$ cat config.mk
export PLATFORM = sky130hd
export DESIGN_NAME = umcl_top
export DESIGN_NICKNAME = d
export VERILOG_FILES = /design/src/design/umcl_pkg.sv /design/src/design/umcl_top.sv
export VERILOG_INCLUDE_DIRS = /design/src /design/src/design
export SDC_FILE = /design/constraint.sdc
export NUM_CORES = 1
export LEC_CHECK = 0
export BUFFER_PORTS_ARGS = -buffer_cell sky130_fd_sc_hd__buf_2
export CORE_MARGIN = 2
export CORE_UTILIZATION = 40
export DETAILED_ROUTE_END_ITERATION = 7
export GPL_TIMING_DRIVEN = 1
export HOLD_SLACK_MARGIN = 0.15
export PLACE_DENSITY_LB_ADDON = 0.08
export SYNTH_ARGS = -nofsm -noshare
export SYNTH_HDL_FRONTEND = slang
export SYNTH_SLANG_ARGS = --single-unit
$ cat constraint.sdc
create_clock -name pclk -period 2.2 [get_ports pclk]
set_input_delay 0.22 -clock pclk [delete_from_list [all_inputs] [get_ports pclk]]
set_output_delay 0.22 -clock pclk [all_outputs]
set_load 0.01 [all_outputs]
$ cat src/design/umcl_regs.svh
// Register offsets, field positions and reset values of the modem
// control and loopback block. Assumes a 32-bit APB with byte addresses.
`ifndef UMCL_REGS_SVH
`define UMCL_REGS_SVH

`define UMCL_OFF_MLC 8'h00
`define UMCL_OFF_MLS 8'h04
`define UMCL_OFF_IER 8'h08
`define UMCL_OFF_IST 8'h0c
`define UMCL_OFF_IMSK 8'h10

`define UMCL_MLC_DTR 0
`define UMCL_MLC_RTS 1
`define UMCL_MLC_OUT 2
`define UMCL_MLC_IEN 3
`define UMCL_MLC_LOOP 4

`define UMCL_MLS_DCTS 0
`define UMCL_MLS_DDSR 1
`define UMCL_MLS_TERI 2
`define UMCL_MLS_DDCD 3

`define UMCL_IRQ_RXD 0
`define UMCL_IRQ_THRE 1
`define UMCL_IRQ_LINE 2
`define UMCL_IRQ_MODEM 3

`define UMCL_MLC_RST 5'h00
`define UMCL_IER_RST 4'h0
`define UMCL_IST_RST 4'h0
`define UMCL_IMSK_RST 4'h0

`endif

$ cat src/design/umcl_pkg.sv
// Types shared by the modem control and loopback block.
// Assumes nothing of its surroundings.
package umcl_pkg;
  typedef logic [7:0] umcl_byte_t;
  typedef logic [3:0] umcl_nib_t;
  typedef logic [31:0] umcl_word_t;
endpackage : umcl_pkg

$ cat src/design/umcl_top.sv
// Modem control register, modem status register and local loopback
// of a serial port, with APB register access and one interrupt line.
// Assumes all pins and event inputs are synchronous to pclk, and that
// the transmitter and receiver shift registers live outside this block.
//
// Added by the designer: the APB slave port and the placing of the registers.
`timescale 1ns/1ps
`include "umcl_regs.svh"

// Function
// - In loopback the serial transmit pin stays at mark, logic one.
// - In loopback the external serial receive pin is ignored.
// - In loopback transmit shifter output feeds receive shifter input.
// - In loopback modem inputs are cut off; control bits replace them.
// - In loopback modem control output pins are forced high.
// - Receiver and transmitter interrupt status keeps working in loopback.
// - In loopback modem status changes come from control bits 3..0.
// - All interrupt kinds stay gated by the interrupt enable register.
// - Control bit 3 enables the interrupt output; clear keeps it low.
// - In loopback control bit 3 shows as status bit 7.
// - Control bit 2 is a general bit; outside loopback it is only written and read back.
// - In loopback control bit 2 shows as status bit 6.
// - Control bit 1 drives request-to-send; loopback shows it as bit 4.
// - Control bit 0 set drives terminal ready low, clear drives it high.
// - In loopback control bit 0 shows as status bit 5.
// - Delta bits set on input change (ring only on its trailing edge), cleared by reading status.
module umcl_top (
  input wire logic pclk,
  input wire logic presetn,
  input wire logic clk_en,
  input wire logic psel,
  input wire logic penable,
  input wire logic pwrite,
  input wire logic [7:0] paddr,
  input wire logic [31:0] pwdata,
  output logic [31:0] prdata,
  output logic pready,
  output logic pslverr,
  input wire logic serial_rx_pin,
  output logic serial_tx_pin,
  input wire logic clear_to_send_n,
  input wire logic data_set_ready_n,
  input wire logic ring_indicate_n,
  input wire logic carrier_detect_n,
  output logic terminal_ready_n,
  output logic request_to_send_n,
  input wire logic tx_shift_out,
  output logic rx_shift_in,
  input wire logic rx_data_event,
  input wire logic tx_empty_event,
  input wire logic line_status_event,
  output logic uart_irq
);

  logic [4:0] modem_line_control_r;
  umcl_pkg::umcl_nib_t interrupt_enable_reg_r;
  umcl_pkg::umcl_nib_t irq_status_r;
  umcl_pkg::umcl_nib_t irq_mask_r;
  umcl_pkg::umcl_nib_t delta_r;
  umcl_pkg::umcl_nib_t line_prev_r;
  umcl_pkg::umcl_nib_t line_now;
  umcl_pkg::umcl_nib_t delta_set;
  umcl_pkg::umcl_byte_t modem_line_status;
  umcl_pkg::umcl_nib_t irq_events;
  umcl_pkg::umcl_word_t rd_data;
  logic loop_en;
  logic acc_done;
  logic wr_done;
  logic rd_done;
  logic addr_ok;

  function automatic logic reg_hit(input logic [7:0] a,
                                   input logic [7:0] off);
    reg_hit = (a == off);
  endfunction : reg_hit

  assign loop_en = modem_line_control_r[`UMCL_MLC_LOOP];
  assign acc_done = clk_en & psel & penable & pready;
  assign wr_done = acc_done & pwrite;
  assign rd_done = acc_done & ~pwrite;
  assign addr_ok = reg_hit(paddr, `UMCL_OFF_MLC) |
                   reg_hit(paddr, `UMCL_OFF_MLS) |
                   reg_hit(paddr, `UMCL_OFF_IER) |
                   reg_hit(paddr, `UMCL_OFF_IST) |
                   reg_hit(paddr, `UMCL_OFF_IMSK);

  // Line levels as seen by the status logic, order {dcd, ri, dsr, cts}
  always_comb begin
    if (loop_en) begin
      line_now = {modem_line_control_r[`UMCL_MLC_IEN],
                  modem_line_control_r[`UMCL_MLC_OUT],
                  modem_line_control_r[`UMCL_MLC_DTR],
                  modem_line_control_r[`UMCL_MLC_RTS]};
    end else begin
      line_now = ~{carrier_detect_n, ring_indicate_n,
                   data_set_ready_n, clear_to_send_n};
    end
  end

  // Ring reports only its trailing edge: the pin going back high
  always_comb begin
    delta_set = 4'h0;
    delta_set[`UMCL_MLS_DCTS] = line_now[0] ^ line_prev_r[0];
    delta_set[`UMCL_MLS_DDSR] = line_now[1] ^ line_prev_r[1];
    delta_set[`UMCL_MLS_TERI] = line_prev_r[2] & ~line_now[2];
    delta_set[`UMCL_MLS_DDCD] = line_now[3] ^ line_prev_r[3];
  end

  assign modem_line_status = {line_now, delta_r};

  always_comb begin
    irq_events = 4'h0;
    irq_events[`UMCL_IRQ_RXD] = rx_data_event;
    irq_events[`UMCL_IRQ_THRE] = tx_empty_event;
    irq_events[`UMCL_IRQ_LINE] = line_status_event;
    irq_events[`UMCL_IRQ_MODEM] = |delta_set;
  end

  always_comb begin
    rd_data = 32'h0000_0000;
    if (reg_hit(paddr, `UMCL_OFF_MLC)) begin
      rd_data = {27'h0, modem_line_control_r};
    end else if (reg_hit(paddr, `UMCL_OFF_MLS)) begin
      rd_data = {24'h0, modem_line_status};
    end else if (reg_hit(paddr, `UMCL_OFF_IER)) begin
      rd_data = {28'h0, interrupt_enable_reg_r};
    end else if (reg_hit(paddr, `UMCL_OFF_IST)) begin
      rd_data = {28'h0, irq_status_r};
    end else if (reg_hit(paddr, `UMCL_OFF_IMSK)) begin
      rd_data = {28'h0, irq_mask_r};
    end
  end

  // One wait state so read data and pready both leave flip-flops
  always_ff @(posedge pclk or negedge presetn) begin
    if (!presetn) begin
      pready <= 1'b0;
      prdata <= 32'h0000_0000;
      pslverr <= 1'b0;
    end else if (clk_en) begin
      pready <= psel & penable & ~pready;
      if (psel & penable & ~pready) begin
        prdata <= pwrite ? 32'h0000_0000 : rd_data;
        pslverr <= ~addr_ok;
      end else begin
        pslverr <= 1'b0;
      end
    end
  end

  always_ff @(posedge pclk or negedge presetn) begin
    if (!presetn) begin
      modem_line_control_r <= `UMCL_MLC_RST;
    end else if (wr_done && reg_hit(paddr, `UMCL_OFF_MLC)) begin
      modem_line_control_r <= pwdata[4:0];
    end
  end

  always_ff @(posedge pclk or negedge presetn) begin
    if (!presetn) begin
      interrupt_enable_reg_r <= `UMCL_IER_RST;
      irq_mask_r <= `UMCL_IMSK_RST;
    end else if (wr_done) begin
      if (reg_hit(paddr, `UMCL_OFF_IER)) begin
        interrupt_enable_reg_r <= pwdata[3:0];
      end
      if (reg_hit(paddr, `UMCL_OFF_IMSK)) begin
        irq_mask_r <= pwdata[3:0];
      end
    end
  end

  // A change in the same cycle as the clearing read survives it
  always_ff @(posedge pclk or negedge presetn) begin
    if (!presetn) begin
      delta_r <= 4'h0;
      line_prev_r <= 4'h0;
    end else if (clk_en) begin
      line_prev_r <= line_now;
      if (rd_done && reg_hit(paddr, `UMCL_OFF_MLS)) begin
        delta_r <= delta_set;
      end else begin
        delta_r <= delta_r | delta_set;
      end
    end
  end

  // Sticky status, write one to clear, a new event wins over the clear
  always_ff @(posedge pclk or negedge presetn) begin
    if (!presetn) begin
      irq_status_r <= `UMCL_IST_RST;
    end else if (clk_en) begin
      if (wr_done && reg_hit(paddr, `UMCL_OFF_IST)) begin
        irq_status_r <= (irq_status_r & ~pwdata[3:0]) | irq_events;
      end else begin
        irq_status_r <= irq_status_r | irq_events;
      end
    end
  end

  // Enable gates the line in loopback too, so diagnostics see real irqs
  always_ff @(posedge pclk or negedge presetn) begin
    if (!presetn) begin
      uart_irq <= 1'b0;
    end else if (clk_en) begin
      uart_irq <= modem_line_control_r[`UMCL_MLC_IEN] &
                  (|(irq_status_r & irq_mask_r &
                     interrupt_enable_reg_r));
    end
  end

  always_ff @(posedge pclk or negedge presetn) begin
    if (!presetn) begin
      serial_tx_pin <= 1'b1;
      rx_shift_in <= 1'b1;
    end else if (clk_en) begin
      serial_tx_pin <= loop_en ? 1'b1 : tx_shift_out;
      rx_shift_in <= loop_en ? tx_shift_out : serial_rx_pin;
    end
  end

  always_ff @(posedge pclk or negedge presetn) begin
    if (!presetn) begin
      terminal_ready_n <= 1'b1;
      request_to_send_n <= 1'b1;
    end else if (clk_en) begin
      terminal_ready_n <= loop_en |
                          ~modem_line_control_r[`UMCL_MLC_DTR];
      request_to_send_n <= loop_en |
                           ~modem_line_control_r[`UMCL_MLC_RTS];
    end
  end

endmodule : umcl_top

* After elaboration in Yosys (flattened, before gate mapping)
Cells that the tools add are included.
** Word-level totals
- Bits in registers :: 64
- Word-level logic and storage cells :: 71
** Operators by class
- Equal/unequal tests :: 4
- Muxes and demuxes :: 12
- Bitwise operators :: 32
- Reductions and logical operators :: 9
** Operators with widths (number)
- 2-to-1 mux 32 bit :: 1
- 2-to-1 mux 4 bit :: 6
- == test 8 x 4 -> 1 bit, second input constant :: 2
- 2-to-1 mux 8 bit :: 2
- AND 4 bit :: 3
- bitwise OR 4 bit :: 3
- AND 1 bit :: 9
- == test 8 x 3 -> 1 bit, second input constant :: 1
- == test 8 x 5 -> 1 bit, second input constant :: 1
- zero test 8 bit :: 1
- inverter 4 bit :: 2
- OR reduction 4 bit :: 2
- inverter 1 bit :: 6
- bitwise OR 1 bit :: 6
- AND reduction 2 bit :: 3
- logical AND 1 bit :: 3
- 2-to-1 mux 1 bit :: 3
- XOR 1 bit :: 3

* Longest topological paths before layout
Gate-level depths: netlist (run 1).
- Word-level depth :: 7
- Mapped depth :: 6

* Least setup slack after synthesis (run 1)
No wires, ideal clock.
- Path type :: register to register
- Start :: register pready
- End :: register interrupt_enable_reg_r[0]
- Library setup time :: 125 ps
- Data arrival time :: 1416 ps
- Path slack :: 659 ps
- Cell stages (with the launch flop) :: 5
- Cells stage by stage :: dfrtp_1 > and4_1 > nand3_2 > nor4_4 > mux2_2
** On the way
- Longest elaborated chain between the ends :: 3
** RTL lines
- start, declared :: line umcl_top.sv:37 : output logic pready,
- start signal, assigned :: line umcl_top.sv:141 : pready <= psel & penable & ~pready;
- AND 1 bit :: line umcl_top.sv:78 : assign acc_done = clk_en & psel & penable & pready;
- AND 1 bit :: line umcl_top.sv:79 : assign wr_done = acc_done & pwrite;
- AND reduction 2 bit (no line)
- end signal, assigned :: line umcl_top.sv:161 : interrupt_enable_reg_r <= `UMCL_IER_RST;
- end signal, assigned :: line umcl_top.sv:165 : interrupt_enable_reg_r <= pwdata[3:0];
- end, declared :: line umcl_top.sv:56 : umcl_pkg::umcl_nib_t interrupt_enable_reg_r;
Every way passes these cells.
A chain may end at the register's enable or synchronous reset.

* Final worst setup path (run 1)
- Start :: register modem_line_control_r[4]
- End :: register irq_status_r[3]
** On the way
- Longest elaborated chain between the ends :: 6
- Elaborated cells between the ends (all ways) :: 10
- Classes of those cells :: 2 x mux; 7 x bitwise; 1 x reduce/logical
** RTL lines
- start, declared :: line umcl_top.sv:55 : logic [4:0] modem_line_control_r;
- start signal, assigned :: line umcl_top.sv:153 : modem_line_control_r <= `UMCL_MLC_RST;
- start signal, assigned :: line umcl_top.sv:155 : modem_line_control_r <= pwdata[4:0];
- 2-to-1 mux 4 bit (*) :: line umcl_top.sv:89 : if (loop_en) begin
- inverter 1 bit :: line umcl_top.sv:105 : delta_set[`UMCL_MLS_TERI] = line_prev_r[2] & ~line_now[2];
- AND 1 bit :: line umcl_top.sv:105
- OR reduction 4 bit (*) :: line umcl_top.sv:116 : irq_events[`UMCL_IRQ_MODEM] = |delta_set;
- bitwise OR 4 bit, on equally long branches :: line umcl_top.sv:196, umcl_top.sv:194
- 2-to-1 mux 4 bit (*) :: line umcl_top.sv:193 : if (wr_done && reg_hit(paddr, `UMCL_OFF_IST)) begin
- end signal, assigned :: line umcl_top.sv:191 : irq_status_r <= `UMCL_IST_RST;
- end signal, assigned :: line umcl_top.sv:194 : irq_status_r <= (irq_status_r & ~pwdata[3:0]) | irq_events;
- end signal, assigned :: line umcl_top.sv:196 : irq_status_r <= irq_status_r | irq_events;
- end, declared :: line umcl_top.sv:57 : umcl_pkg::umcl_nib_t irq_status_r;
Every way passes the cells marked *; elsewhere a longest branch is shown, timed or not.

==> load_flow_metrics.sql, run 1 <==
INSERT INTO impl_metrics (metric_group, metric, value, unit) VALUES
('status', 'run_status', 'finished, final reports clean', ''),
('global_route', 'antenna_found_initial', '0', ''),
('cts', 'cts_tree', 'yes', ''),
('worst_setup_path', 'path_buf_inv', '1', ''),
('worst_setup_path', 'cpPeakStageDelay', '0.48', 'ns'),
('floorplanning', 'floorplan.die.width', '76.4', 'µm'),
('yosys', 'seq_area_frac_synth', '48.0', '%'),
('pwr', 'power.density', '590', 'mW/mm²'),
('cts', 'cts.path.max_buffers', '2', ''),
('routing', 'drc_errors', '0', ''),
('sta', 'hold_fails_final_rpt', '0', ''),
('cts', 'ctsHtreeMaxLevel', '2', ''),
('final_layout', 'layout.cell_area.non_filler', '0.00244', 'mm²'),
('routing', 'top_layer_used', 'met4', ''),
('placed_design', 'dpl-instance-area', '0.00230', 'mm²'),
('routing', 'route.final.wire_length', '4670', 'µm'),
('worst_hold_path', 'worstHoldPathType', 'input port to flop', ''),
('pwr', 'power_leakage', '0.00114', 'µW'),
('sta', 'fmax', '543', 'MHz'),
('global_route', 'grt.total_usage', '17.1', '%'),
('yosys', 'dominantRegCellSynth', 'sky130_fd_sc_hd__dfrtp_1', ''),
('worst_setup_path', 'crit_path_cell_chain', 'inv_1, o21ai_0, xnor2_1, o41ai_1, nand2_1', ''),
('routing', 'drt_pre_antenna_iters', '4', ''),
('final_layout', 'area_added_between_synthesis_and_finish', '16.2', '%'),
('routing', 'wl_met3', '257', 'µm'),
('final_layout', 'post-route-util', '48.0', '%'),
('global_route', 'global_route_wire_length_before_repair', '7740', 'µm'),
('placed_design', 'placement.io_buffers', '42', ''),
('cts', 'cts_buffers', '5', ''),
('global_route', 'grt_start_max_net_pins', '41', ''),
('cts', 'clk-insertion-delay-late', '0.29', 'ns'),
('final_layout', 'final_nets', '311', ''),
('floorplanning', 'fp.dieArea', '0.00583', 'mm²'),
('pwr', 'design_power_total', '1440', 'µW'),
('placed_design', 'place_ws', '0.355', 'ns'),
('worst_setup_path', 'critical_path.max_fanout', '8', ''),
('final_layout', 'drive_above_1_share', '28.8', '%'),
('routing', 'avgViaCountPerCell', '4.89', ''),
('sta', 'rsz_0062_raised_after_global_routing', 'false', ''),
('routing', 'wl_met2', '2050', 'µm'),
('yosys', 'postSynth.asyncResetShare', '100', '%'),
('worst_setup_path', 'critical-path-top-delay-family', 'compound AO/OA/AOI/OAI gates', ''),
('sta', 'worst_pin_slew', '0.900', 'ns'),
('yosys', 'synth.ff_latch_count', '40', ''),
('yosys', 'postSynthCellCount', '208', ''),
('worst_setup_path', 'timing_worst_setup_path_type', 'flop to flop', ''),
('worst_setup_path', 'worstPathArrival', '2.01', 'ns'),
('cts', 'cts_root_buffer', 'sky130_fd_sc_hd__clkbuf_8', ''),
('floorplanning', 'core_area', '0.00507', 'mm²'),
('routing', 'wire_length_on_met1', '2280', 'µm'),
('routing', 'detailedRoute.firstIterationViolations', '85', ''),
('final_layout', 'diodes', '0', ''),
('sta', 'timing.final.setup_violations', '0', ''),
('worst_setup_path', 'worstSetupStartpointType', 'flop', ''),
('global_route', 'globalRouteOverflowTotal', '0', ''),
('cts', 'tritoncts_num_sinks', '40', ''),
('sta', 'final_period_minus_worst_setup_slack', '1.84', 'ns'),
('yosys', 'synthesis.area', '0.00210', 'mm²'),
('sta', 'headroom_to_the_max_slew_limit', '40.0', '%'),
('yosys', 'synth.distinct_cells', '40', ''),
('yosys', 'synth_top_cells_by_area', 'sky130_fd_sc_hd__dfrtp_1, sky130_fd_sc_hd__buf_4, sky130_fd_sc_hd__mux2_2, sky130_fd_sc_hd__dfstp_2, sky130_fd_sc_hd__nand2_1', ''),
('placed_design', 'dpl.hpwl', '3350', 'µm'),
('floorplanning', 'chipHeight', '76.4', 'µm'),
('global_route', 'first_global_vias', '1562', ''),
('worst_setup_path', 'worst_setup_path_end_kind', 'flop', ''),
('cts', 'clkTransAtPathRegs', '0.08', 'ns'),
('floorplanning', 'ios', '94', ''),
('floorplanning', 'row_count', '26', ''),
('routing', 'drt-wirelength-per-cell', '14.3', 'µm'),
('yosys', 'yosysTopAreaCell', 'sky130_fd_sc_hd__dfrtp_1', ''),
('sta', 'finalMaxSlewViolations', '0', '');
[per-stage QoR]
step | cells | hold slack, ns
finish | 327 | 0.165
global route | 327 | 0.151
CTS | 327 | 0.155
detailed placement | 315 | 0.408
global placement | 315 | 0.406
floorplan | 231 | -0.0756
[power by group]
| part | switching, µW | internal [µW] |
|---|---|---|
| registers | 9.25 | 751 |
| clock network | 247 | 286 |
| logic | 91.9 | 51.8 |
| total | 348 | 1090 |
[synth_stat cells (3+ instances only)]
library cell,number
sky130_fd_sc_hd__dfrtp_1,36
sky130_fd_sc_hd__buf_4,25
sky130_fd_sc_hd__nand2_1,19
sky130_fd_sc_hd__o21ai_0,14
sky130_fd_sc_hd__mux2_2,11
sky130_fd_sc_hd__a21oi_1,10
sky130_fd_sc_hd__nor2_1,10
sky130_fd_sc_hd__inv_1,9
sky130_fd_sc_hd__a22o_1,7
sky130_fd_sc_hd__mux2i_1,6
sky130_fd_sc_hd__a31oi_1,5
sky130_fd_sc_hd__clkbuf_1,5
sky130_fd_sc_hd__nand3_1,5
sky130_fd_sc_hd__dfstp_2,4
sky130_fd_sc_hd__nand2b_1,4
sky130_fd_sc_hd__nor3_1,4
sky130_fd_sc_hd__buf_2,3
[sequential cells by signal (all words and copies together), names as in the netlist, 4 cells and up]
signal                  count
modem_line_control_r        5
delta_r                     4
irq_status_r                4
line_prev_r                 4
irq_mask_r                  4
prdata                      8
interrupt_enable_reg_r      4
[placed cells by master, fill, tap and decap left out, types with 4 or more instances in the layout]
cell                            count
sky130_fd_sc_hd__a21oi_1           10
sky130_fd_sc_hd__a22o_1             7
sky130_fd_sc_hd__a31oi_1            5
sky130_fd_sc_hd__buf_2             42
sky130_fd_sc_hd__buf_4              5
sky130_fd_sc_hd__clkbuf_8           7
sky130_fd_sc_hd__conb_1            24
sky130_fd_sc_hd__dfrtp_1           36
sky130_fd_sc_hd__dfstp_2            4
sky130_fd_sc_hd__dlygate4sd3_1      4
sky130_fd_sc_hd__inv_1              9
sky130_fd_sc_hd__mux2_2            11
sky130_fd_sc_hd__mux2i_1            6
sky130_fd_sc_hd__nand2_1           19
sky130_fd_sc_hd__nand2b_1           4
sky130_fd_sc_hd__nand3_1            5
sky130_fd_sc_hd__nor2_1            10
sky130_fd_sc_hd__nor3_1             4
sky130_fd_sc_hd__o21ai_0           14
[logic make-up (layout without fill, tap and decap cells)]
kind of cell,after synthesis,in the layout,synth area share (%)
AO/OA/AOI/OAI,49,49,15.0
AND/OR/NAND/NOR,56,56,14.6
multiplexers,17,17,8.78
XOR/XNOR,3,3,1.25
other,1,24,0.179
flip-flops,40,40,48.0
buffers and inverters,42,68,12.2
[layout make-up]
class,instances,area [µm²]
Fill cell,508,2640
Clock buffer,8,100
Timing Repair Buffer,51,288
Tap cell,70,87.6
Inverter,9,33.8
Sequential cell,40,1010
Multi-Input combinational cell,149,921
[metal layers]
layer | vias to the layer above | GRT usage, %
li1 | 778 | -
met1 | 751 | 24.1
met2 | 61 | 25.4
met3 | 8 | 4.38
met4 | 0 | 6.00
met5 | - | 0
[worst paths after layout]
| kind | cells after the start | startpoint | slack [ns] | to |
|---|---|---|---|---|
| max in group asynchronous | 2 | presetn | 1.03 | prdata[2] |
| min reg2reg | 1 | modem_line_control_r[1] | 0.44 | request_to_send_n |
| min | 2 | line_status_event | 0.16 | irq_status_r[2] |
| max | 5 | modem_line_control_r[4] | 0.36 | irq_status_r[3] |
| max reg2reg | 5 | modem_line_control_r[4] | 0.36 | irq_status_r[3] |
| min in group asynchronous | 2 | presetn | 0.60 | line_prev_r[3] |
[what timing repair did]
| action | in CTS | in global routing |
|---|---|---|
| endpoints found under the hold margin | 39 | 0 |
| gates resized for setup | 0 | 0 |
| buffers inserted | 0 | 0 |
| hold buffers | 4 | 0 |
No activity file was read; power rests on OpenSTA's default activity.
==> inputs of run 2 (changes only) <==
==> constraint.sdc (replaced) <==
create_clock -name pclk -period 1.5 [get_ports pclk]
set_input_delay 0.15 -clock pclk [delete_from_list [all_inputs] [get_ports pclk]]
set_output_delay 0.15 -clock pclk [all_outputs]
set_load 0.01 [all_outputs]
==> run 2 against run 1 <==
The run now ends with setup timing left. Clock skew down 0.0016 ns. Via count grew 11%. Worst setup slack got worse by 0.37 ns. Register-to-register slack got worse by 0.37 ns. Global-route usage up 1.5 points. Sequential power is 47% higher. Cell count increased by 12%. Maximum frequency is 21% higher. Total power rose by 62%. Highest routed layer unchanged.
==> load_flow_metrics.sql, run 2 (synthesized netlist as in run 1, its figures left out) <==
INSERT INTO impl_metrics (metric_group, metric, value, unit) VALUES
('worst_setup_path', 'cp_data_required_time', '1.67', 'ns'),
('final_layout', 'n_fill_cell', '485', ''),
('pwr', 'max-vdd-ir-drop', '0.545', 'mV'),
('cts', 'cts_buffers', '5', ''),
('final_layout', 'multiInputGateArea', '988', 'µm²'),
('final_layout', 'layout.cells.most_common', 'sky130_fd_sc_hd__buf_2', ''),
('worst_setup_path', 'timing_worst_setup_path_type', 'flop to flop', ''),
('final_layout', 'regMostFlops', 'prdata', ''),
('pwr', 'power.density', '811', 'mW/mm²'),
('worst_setup_path', 'worstSetupStartpointType', 'flop', ''),
('final_layout', 'area_added_between_synthesis_and_finish', '37.3', '%'),
('floorplanning', 'ios', '94', ''),
('routing', 'avgViaCountPerCell', '4.84', ''),
('floorplanning', 'core_area', '0.00507', 'mm²'),
('final_layout', 'largest_register_ff_count', '8', ''),
('global_route', 'antenna_found_initial', '0', ''),
('pwr', 'power_leakage', '0.00139', 'µW'),
('routing', 'drc_errors', '0', ''),
('worst_setup_path', 'worst_r2r_dst', 'irq_status_r[3]', ''),
('worst_setup_path', 'cpPeakStageDelay', '0.43', 'ns'),
('sta', 'post-route-worst-setup-slack', '-0.0159', 'ns'),
('final_layout', 'drive_above_1_share', '39.2', '%'),
('sta', 'fmax', '660', 'MHz'),
('worst_setup_path', 'cpMaxStageDelayCell', 'sky130_fd_sc_hd__dfrtp_1', ''),
('worst_setup_path', 'r2r_slack', '-0.02', 'ns'),
('job', 'max_cap_viol_count', '0', ''),
('sta', 'rsz_0062_raised_after_global_routing', 'true', ''),
('final_layout', 'final_nets', '350', ''),
('placed_design', 'globalplace.congestion', '0.881', ''),
('worst_setup_path', 'r2r_start', 'modem_line_control_r[4]', ''),
('sta', 'post-route-period-util', '101', '%'),
('placed_design', 'place_ws', '-0.160', 'ns'),
('worst_hold_path', 'min-delay-start', 'serial_rx_pin', ''),
('worst_setup_path', 'worstPathArrival', '1.69', 'ns'),
('sta', 'final_period_minus_worst_setup_slack', '1.52', 'ns'),
('worst_setup_path', 'path_buf_inv', '1', ''),
('status', 'failed_checks', 'setup timing', ''),
('worst_setup_path', 'critical-path-top-delay-family', 'compound AO/OA/AOI/OAI gates', ''),
('cts', 'tritoncts_num_sinks', '40', ''),
('placed_design', 'dpl.hpwl', '3700', 'µm'),
('cts', 'cts_root_buffer', 'sky130_fd_sc_hd__clkbuf_8', ''),
('cts', 'clk-insertion-delay-late', '0.29', 'ns'),
('cts', 'cts_tree', 'yes', ''),
('worst_setup_path', 'cp-startpoint', 'modem_line_control_r[4]', ''),
('worst_hold_path', 'worstHoldPathType', 'input port to flop', ''),
('floorplanning', 'floorplan.initialDensity', '41.3', '%'),
('final_layout', 'largestRegisters', 'prdata (8), modem_line_control_r (5)', ''),
('worst_hold_path', 'min_path_cells', '3', ''),
('floorplanning', 'chipHeight', '76.4', 'µm'),
('final_layout', 'ff_latch_area', '0.00101', 'mm²'),
('worst_setup_path', 'crit_path_cell_chain', 'buf_6, nand2b_1, o21ai_2, xnor2_2, o41ai_2, nand2_1', ''),
('routing', 'detailedRoute.firstIterationViolations', '92', ''),
('routing', 'drt-wirelength-per-cell', '13.8', 'µm'),
('sta', 'timing.final.setup_violations', '1', ''),
('worst_setup_path', 'critical_path.max_fanout', '4', ''),
('routing', 'antenna_left', '0', ''),
('status', 'run_status', 'finished with violations', ''),
('sta', 'finalMaxSlewViolations', '0', ''),
('floorplanning', 'row_count', '26', ''),
('routing', 'vias', '1770', ''),
('floorplanning', 'fp.dieArea', '0.00583', 'mm²'),
('floorplanning', 'floorplan.die.width', '76.4', 'µm'),
('cts', 'cts.path.max_buffers', '2', ''),
('final_layout', 'leading_cell_types_in_the_layout_fill_and_taps_excluded', 'sky130_fd_sc_hd__buf_2, sky130_fd_sc_hd__dfrtp_1, sky130_fd_sc_hd__buf_4', ''),
('global_route', 'global_route_wire_length_before_repair', '8450', 'µm'),
('worst_setup_path', 'worst_setup_path_end_kind', 'flop', ''),
('routing', 'route.final.wire_length', '5060', 'µm'),
('global_route', 'grt.total_usage', '18.5', '%'),
('routing', 'drt_pre_antenna_iters', '4', ''),
('final_layout', 'diodes', '0', ''),
('cts', 'clkTransAtPathRegs', '0.07', 'ns'),
('global_route', 'grt_start_max_net_pins', '27', ''),
('cts', 'ctsHtreeMaxLevel', '2', ''),
('global_route', 'first_global_vias', '1729', ''),
('placed_design', 'placement.io_buffers', '42', ''),
('sta', 'worst_clock_skew', '0.00526', 'ns'),
('global_route', 'globalRouteOverflowTotal', '0', ''),
('worst_hold_path', 'min_delay_worst_endpoint', 'rx_shift_in', ''),
('worst_setup_path', 'worst_r2r_path_depth', '6', ''),
('pwr', 'design_power_total', '2330', 'µW'),
('sta', 'hold_fails_final_rpt', '0', '');
==> run 2: metrics by stage <==
step	util, %	setup TNS [ns]	area, µm²	instances	hold slack, ns
after CTS	55.3	-0.257	2810	362	0.155
after global placement	49.6	-1.31	2520	341	0.130
after detailed placement	49.6	-1.35	2520	341	0.134
after floorplan	-	-0.164	2180	231	-0.146
final	56.7	-0.0159	2880	366	0.155
after global routing	56.7	-0.264	2880	366	0.223
==> run 2: timing repair <==
action                                 CTS  global route
hold buffers                            10             0
gates resized for setup                 11            10
pin swaps                                2             7
setup buffers                            3             4
setup endpoints to repair                8            11
endpoints found under the hold margin   31             0
==> run 2: worst max-delay path by stage <==
stage                                      to  slack, ns  cells past startpoint
detailed placement  interrupt_enable_reg_r[3]      -0.16                      5
floorplan           interrupt_enable_reg_r[0]      -0.04                      4
CTS                 interrupt_enable_reg_r[3]      -0.06                      5
global placement    interrupt_enable_reg_r[1]      -0.16                      5
finish                        irq_status_r[3]      -0.02                      6
global route                  irq_status_r[3]      -0.09                      6
==> run 2: worst register-to-register path: cells and delay by family (launching register included) <==
family,cells,cell delay [ns]
compound gates,2,0.49
flops,1,0.43
xor+xnor,1,0.11
simple gates,2,0.23
buf+inv,1,0.14
==> run 2: cell type report <==
| type | instances | share of cell area, % |
|---|---|---|
| Tap cell | 70 | 3.04 |
| Sequential cell | 40 | 35.0 |
| Inverter | 9 | 1.17 |
| Clock inverter | 1 | 1.04 |
| Multi-Input combinational cell | 149 | 34.3 |
| Clock buffer | 7 | 3.35 |
| Timing Repair Buffer | 90 | 22.1 |
==> run 2: metal layers <==
layer  share of wire (%)  wire length, µm  up-vias  global-route usage, %
met4                 1.2               59        0                   5.45
met1                  46             2330      848                   24.9
li1                    -                -      862                      -
met2                  48             2410       56                   29.8
met3                 5.2              261        4                   4.50
met5                   0                0        -                      0
==> run 2: where the power goes <==
group          internal (µW)  switching, µW  leakage (µW)  total, µW
Clock                    587            366     0.0000645        953
Combinational            115            150      0.000831        264
Sequential              1100           13.4      0.000490       1120
Total                   1800            529       0.00139       2330
==> inputs of run 3 (changes only) <==
--- a/config.mk
+++ b/config.mk
@@ -13,6 +13,7 @@
 export GPL_TIMING_DRIVEN = 1
 export HOLD_SLACK_MARGIN = 0.15
 export PLACE_DENSITY_LB_ADDON = 0.08
+export SETUP_SLACK_MARGIN = 0.2
 export SYNTH_ARGS = -nofsm -noshare
 export SYNTH_HDL_FRONTEND = slang
 export SYNTH_SLANG_ARGS = --single-unit
==> run 3 against run 2 <==
The run still ends with setup timing left. Design area increased by 6.1%. Flip-flop and latch count did not move. Clock skew hardly changed. Critical path type unchanged. Largest power group unchanged. Via count increased by 0.68%. Global-route usage rose by 0.59 points. Cell count up 3.3%. Sequential share of layout area shrank 2.0 points. Highest routed layer unchanged. Core utilization up 3.5 points.
==> load_flow_metrics.sql, run 3 (synthesized netlist as in run 1, its figures left out) <==
INSERT INTO impl_metrics (metric_group, metric, value, unit) VALUES
('status', 'run_status', 'finished with violations', ''),
('status', 'failed_checks', 'setup timing', ''),
('final_layout', 'n_fill_cell', '461', ''),
('worst_setup_path', 'critical_path.max_fanout', '4', ''),
('cts', 'cts_buffers', '5', ''),
('worst_hold_path', 'worstHoldPathType', 'input port to flop', ''),
('floorplanning', 'row_count', '26', ''),
('cts', 'cts_tree', 'yes', ''),
('final_layout', 'largestRegisters', 'prdata (8), modem_line_control_r (5)', ''),
('global_route', 'first_global_vias', '1751', ''),
('final_layout', 'leading_cell_types_in_the_layout_fill_and_taps_excluded', 'sky130_fd_sc_hd__buf_2, sky130_fd_sc_hd__buf_4, sky130_fd_sc_hd__dfrtp_1', ''),
('sta', 'post-route-period-util', '101', '%'),
('final_layout', 'layout.cells.most_common', 'sky130_fd_sc_hd__buf_2', ''),
('pwr', 'power.density', '781', 'mW/mm²'),
('routing', 'drt-wirelength-per-cell', '14.1', 'µm'),
('pwr', 'design_power_total', '2380', 'µW'),
('final_layout', 'diodes', '0', ''),
('pwr', 'max-vdd-ir-drop', '0.475', 'mV'),
('global_route', 'global_route_wire_length_before_repair', '8590', 'µm'),
('sta', 'rsz_0062_raised_after_global_routing', 'true', ''),
('final_layout', 'regMostFlops', 'prdata', ''),
('global_route', 'grt.total_usage', '19.1', '%'),
('global_route', 'grt_start_max_net_pins', '27', ''),
('sta', 'final_period_minus_worst_setup_slack', '1.51', 'ns'),
('floorplanning', 'core_area', '0.00507', 'mm²'),
('final_layout', 'multiInputGateArea', '0.00105', 'mm²'),
('placed_design', 'dpl.cell_count', '349', ''),
('final_layout', 'ff_latch_area', '0.00101', 'mm²'),
('routing', 'avgViaCountPerCell', '4.71', ''),
('floorplanning', 'floorplan.die.width', '76.4', 'µm'),
('global_route', 'antenna_found_initial', '0', ''),
('routing', 'detailedRoute.firstIterationViolations', '52', ''),
('placed_design', 'placement.io_buffers', '42', ''),
('final_layout', 'area_added_between_synthesis_and_finish', '45.7', '%'),
('final_layout', 'largest_register_ff_count', '8', ''),
('final_layout', 'post-route-util', '60.2', '%'),
('global_route', 'globalRouteOverflowTotal', '0', ''),
('cts', 'ctsHtreeMaxLevel', '2', ''),
('sta', 'finalMaxSlewViolations', '0', ''),
('sta', 'fmax', '663', 'MHz'),
('final_layout', 'final_nets', '362', ''),
('floorplanning', 'chipHeight', '76.4', 'µm'),
('floorplanning', 'ios', '94', ''),
('sta', 'hold_fails_final_rpt', '0', ''),
('routing', 'vias', '1782', ''),
('cts', 'clk-insertion-delay-late', '0.30', 'ns'),
('pwr', 'power_leakage', '0.00147', 'µW'),
('routing', 'route.final.wire_length', '5310', 'µm'),
('worst_setup_path', 'worst_setup_path_end_kind', 'flop', ''),
('worst_setup_path', 'worstSetupStartpointType', 'flop', ''),
('final_layout', 'drive_above_1_share', '44.8', '%'),
('cts', 'clkTransAtPathRegs', '0.08', 'ns'),
('job', 'max_cap_viol_count', '0', ''),
('cts', 'cts.path.max_buffers', '2', ''),
('routing', 'antenna_left', '0', ''),
('routing', 'drc_errors', '0', ''),
('worst_setup_path', 'worstPathArrival', '1.69', 'ns'),
('placed_design', 'globalplace.congestion', '0.846', ''),
('worst_setup_path', 'cp_data_required_time', '1.69', 'ns'),
('sta', 'timing.final.setup_violations', '4', ''),
('sta', 'post-route-worst-setup-slack', '-0.00771', 'ns'),
('floorplanning', 'fp.dieArea', '0.00583', 'mm²'),
('cts', 'tritoncts_num_sinks', '40', ''),
('cts', 'cts_root_buffer', 'sky130_fd_sc_hd__clkbuf_8', ''),
('placed_design', 'dpl.hpwl', '3720', 'µm'),
('routing', 'drt_pre_antenna_iters', '4', ''),
('sta', 'worst_clock_skew', '0.00496', 'ns'),
('worst_setup_path', 'timing_worst_setup_path_type', 'flop to flop', ''),
('final_layout', 'final-instance-count-excl-fill', '378', ''),
('floorplanning', 'floorplan.initialDensity', '41.3', '%');
[run 3: cell types whose count changed in the layout (fill, tap and decap cells not counted), moves of 2 or more]
cell	change
sky130_fd_sc_hd__a21oi_2	+2
sky130_fd_sc_hd__buf_4	+6
sky130_fd_sc_hd__mux2_4	-2
sky130_fd_sc_hd__buf_6	+5
sky130_fd_sc_hd__mux2_2	+2
sky130_fd_sc_hd__nand2b_1	-2
sky130_fd_sc_hd__a21oi_1	-2
sky130_fd_sc_hd__nor2_1	-2
[run 3: path summary, 6_finish.rpt]
kind / from / end / slack, ns / cells past startpoint
max: pready / interrupt_enable_reg_r[1] / -0.008 / 5
min: data_set_ready_n / line_prev_r[1] / 0.26 / 5
max reg2reg: pready / interrupt_enable_reg_r[1] / -0.008 / 5
min reg2reg: modem_line_control_r[1] / request_to_send_n / 0.45 / 1
max in group asynchronous: presetn / request_to_send_n / 0.61 / 3
min in group asynchronous: presetn / line_prev_r[3] / 0.33 / 2
[run 3: critical path, stage by stage (launching register included)]
cell and delay (ns):
sky130_fd_sc_hd__dfrtp_1 0.35, sky130_fd_sc_hd__and4_4 0.23, sky130_fd_sc_hd__nand3_4 0.09, sky130_fd_sc_hd__nor4_4 0.22, sky130_fd_sc_hd__buf_4 0.18, sky130_fd_sc_hd__mux2_2 0.33
[run 3: repair_timing]
action | 4_1_cts | 5_1_grt
buffers inserted | 6 | 4
hold endpoints to repair | 31 | 0
pin swaps | 8 | 9
hold buffers | 11 | 0
gates resized for setup | 21 | 17
gates cloned | 0 | 0
endpoints found under the setup margin | 20 | 27
[run 3: per-stage QoR]
step	TNS, ns	setup slack (ns)	hold WS (ns)	area (µm²)
after floorplan	-0.162	-0.0404	-0.146	2190
after global placement	-1.45	-0.110	0.121	2580
after detailed placement	-1.34	-0.0971	0.133	2580
after CTS	-0.115	-0.0309	0.261	2950
after global routing	-0.692	-0.0926	0.303	3050
final	-0.0252	-0.00771	0.264	3050
[run 3: per-layer routing]
| layer | up-vias | part of all wire [%] | wire length, µm | global-route usage [%] |
|---|---|---|---|---|
| li1 | 878 | - | - | - |
| met1 | 840 | 46 | 2430 | 25.2 |
| met2 | 59 | 48 | 2560 | 31.7 |
| met3 | 5 | 4.8 | 254 | 3.67 |
| met4 | 0 | 1.3 | 71 | 6.55 |
| met5 | - | 0 | 0 | 0 |
[run 3: cell type report]
cell class                      count  area share [%]
Multi-Input combinational cell    149            34.3
Sequential cell                    40            33.0
Clock inverter                      1           0.984
Inverter                            9            1.27
Timing Repair Buffer              102            24.5
Clock buffer                        7            3.16
Tap cell                           70            2.87
[run 3: report_power, final]
group | switching (µW) | total (µW) | internal (µW)
clock | 390 | 977 | 587
sequential | 14.2 | 1120 | 1100
combinational | 158 | 290 | 132
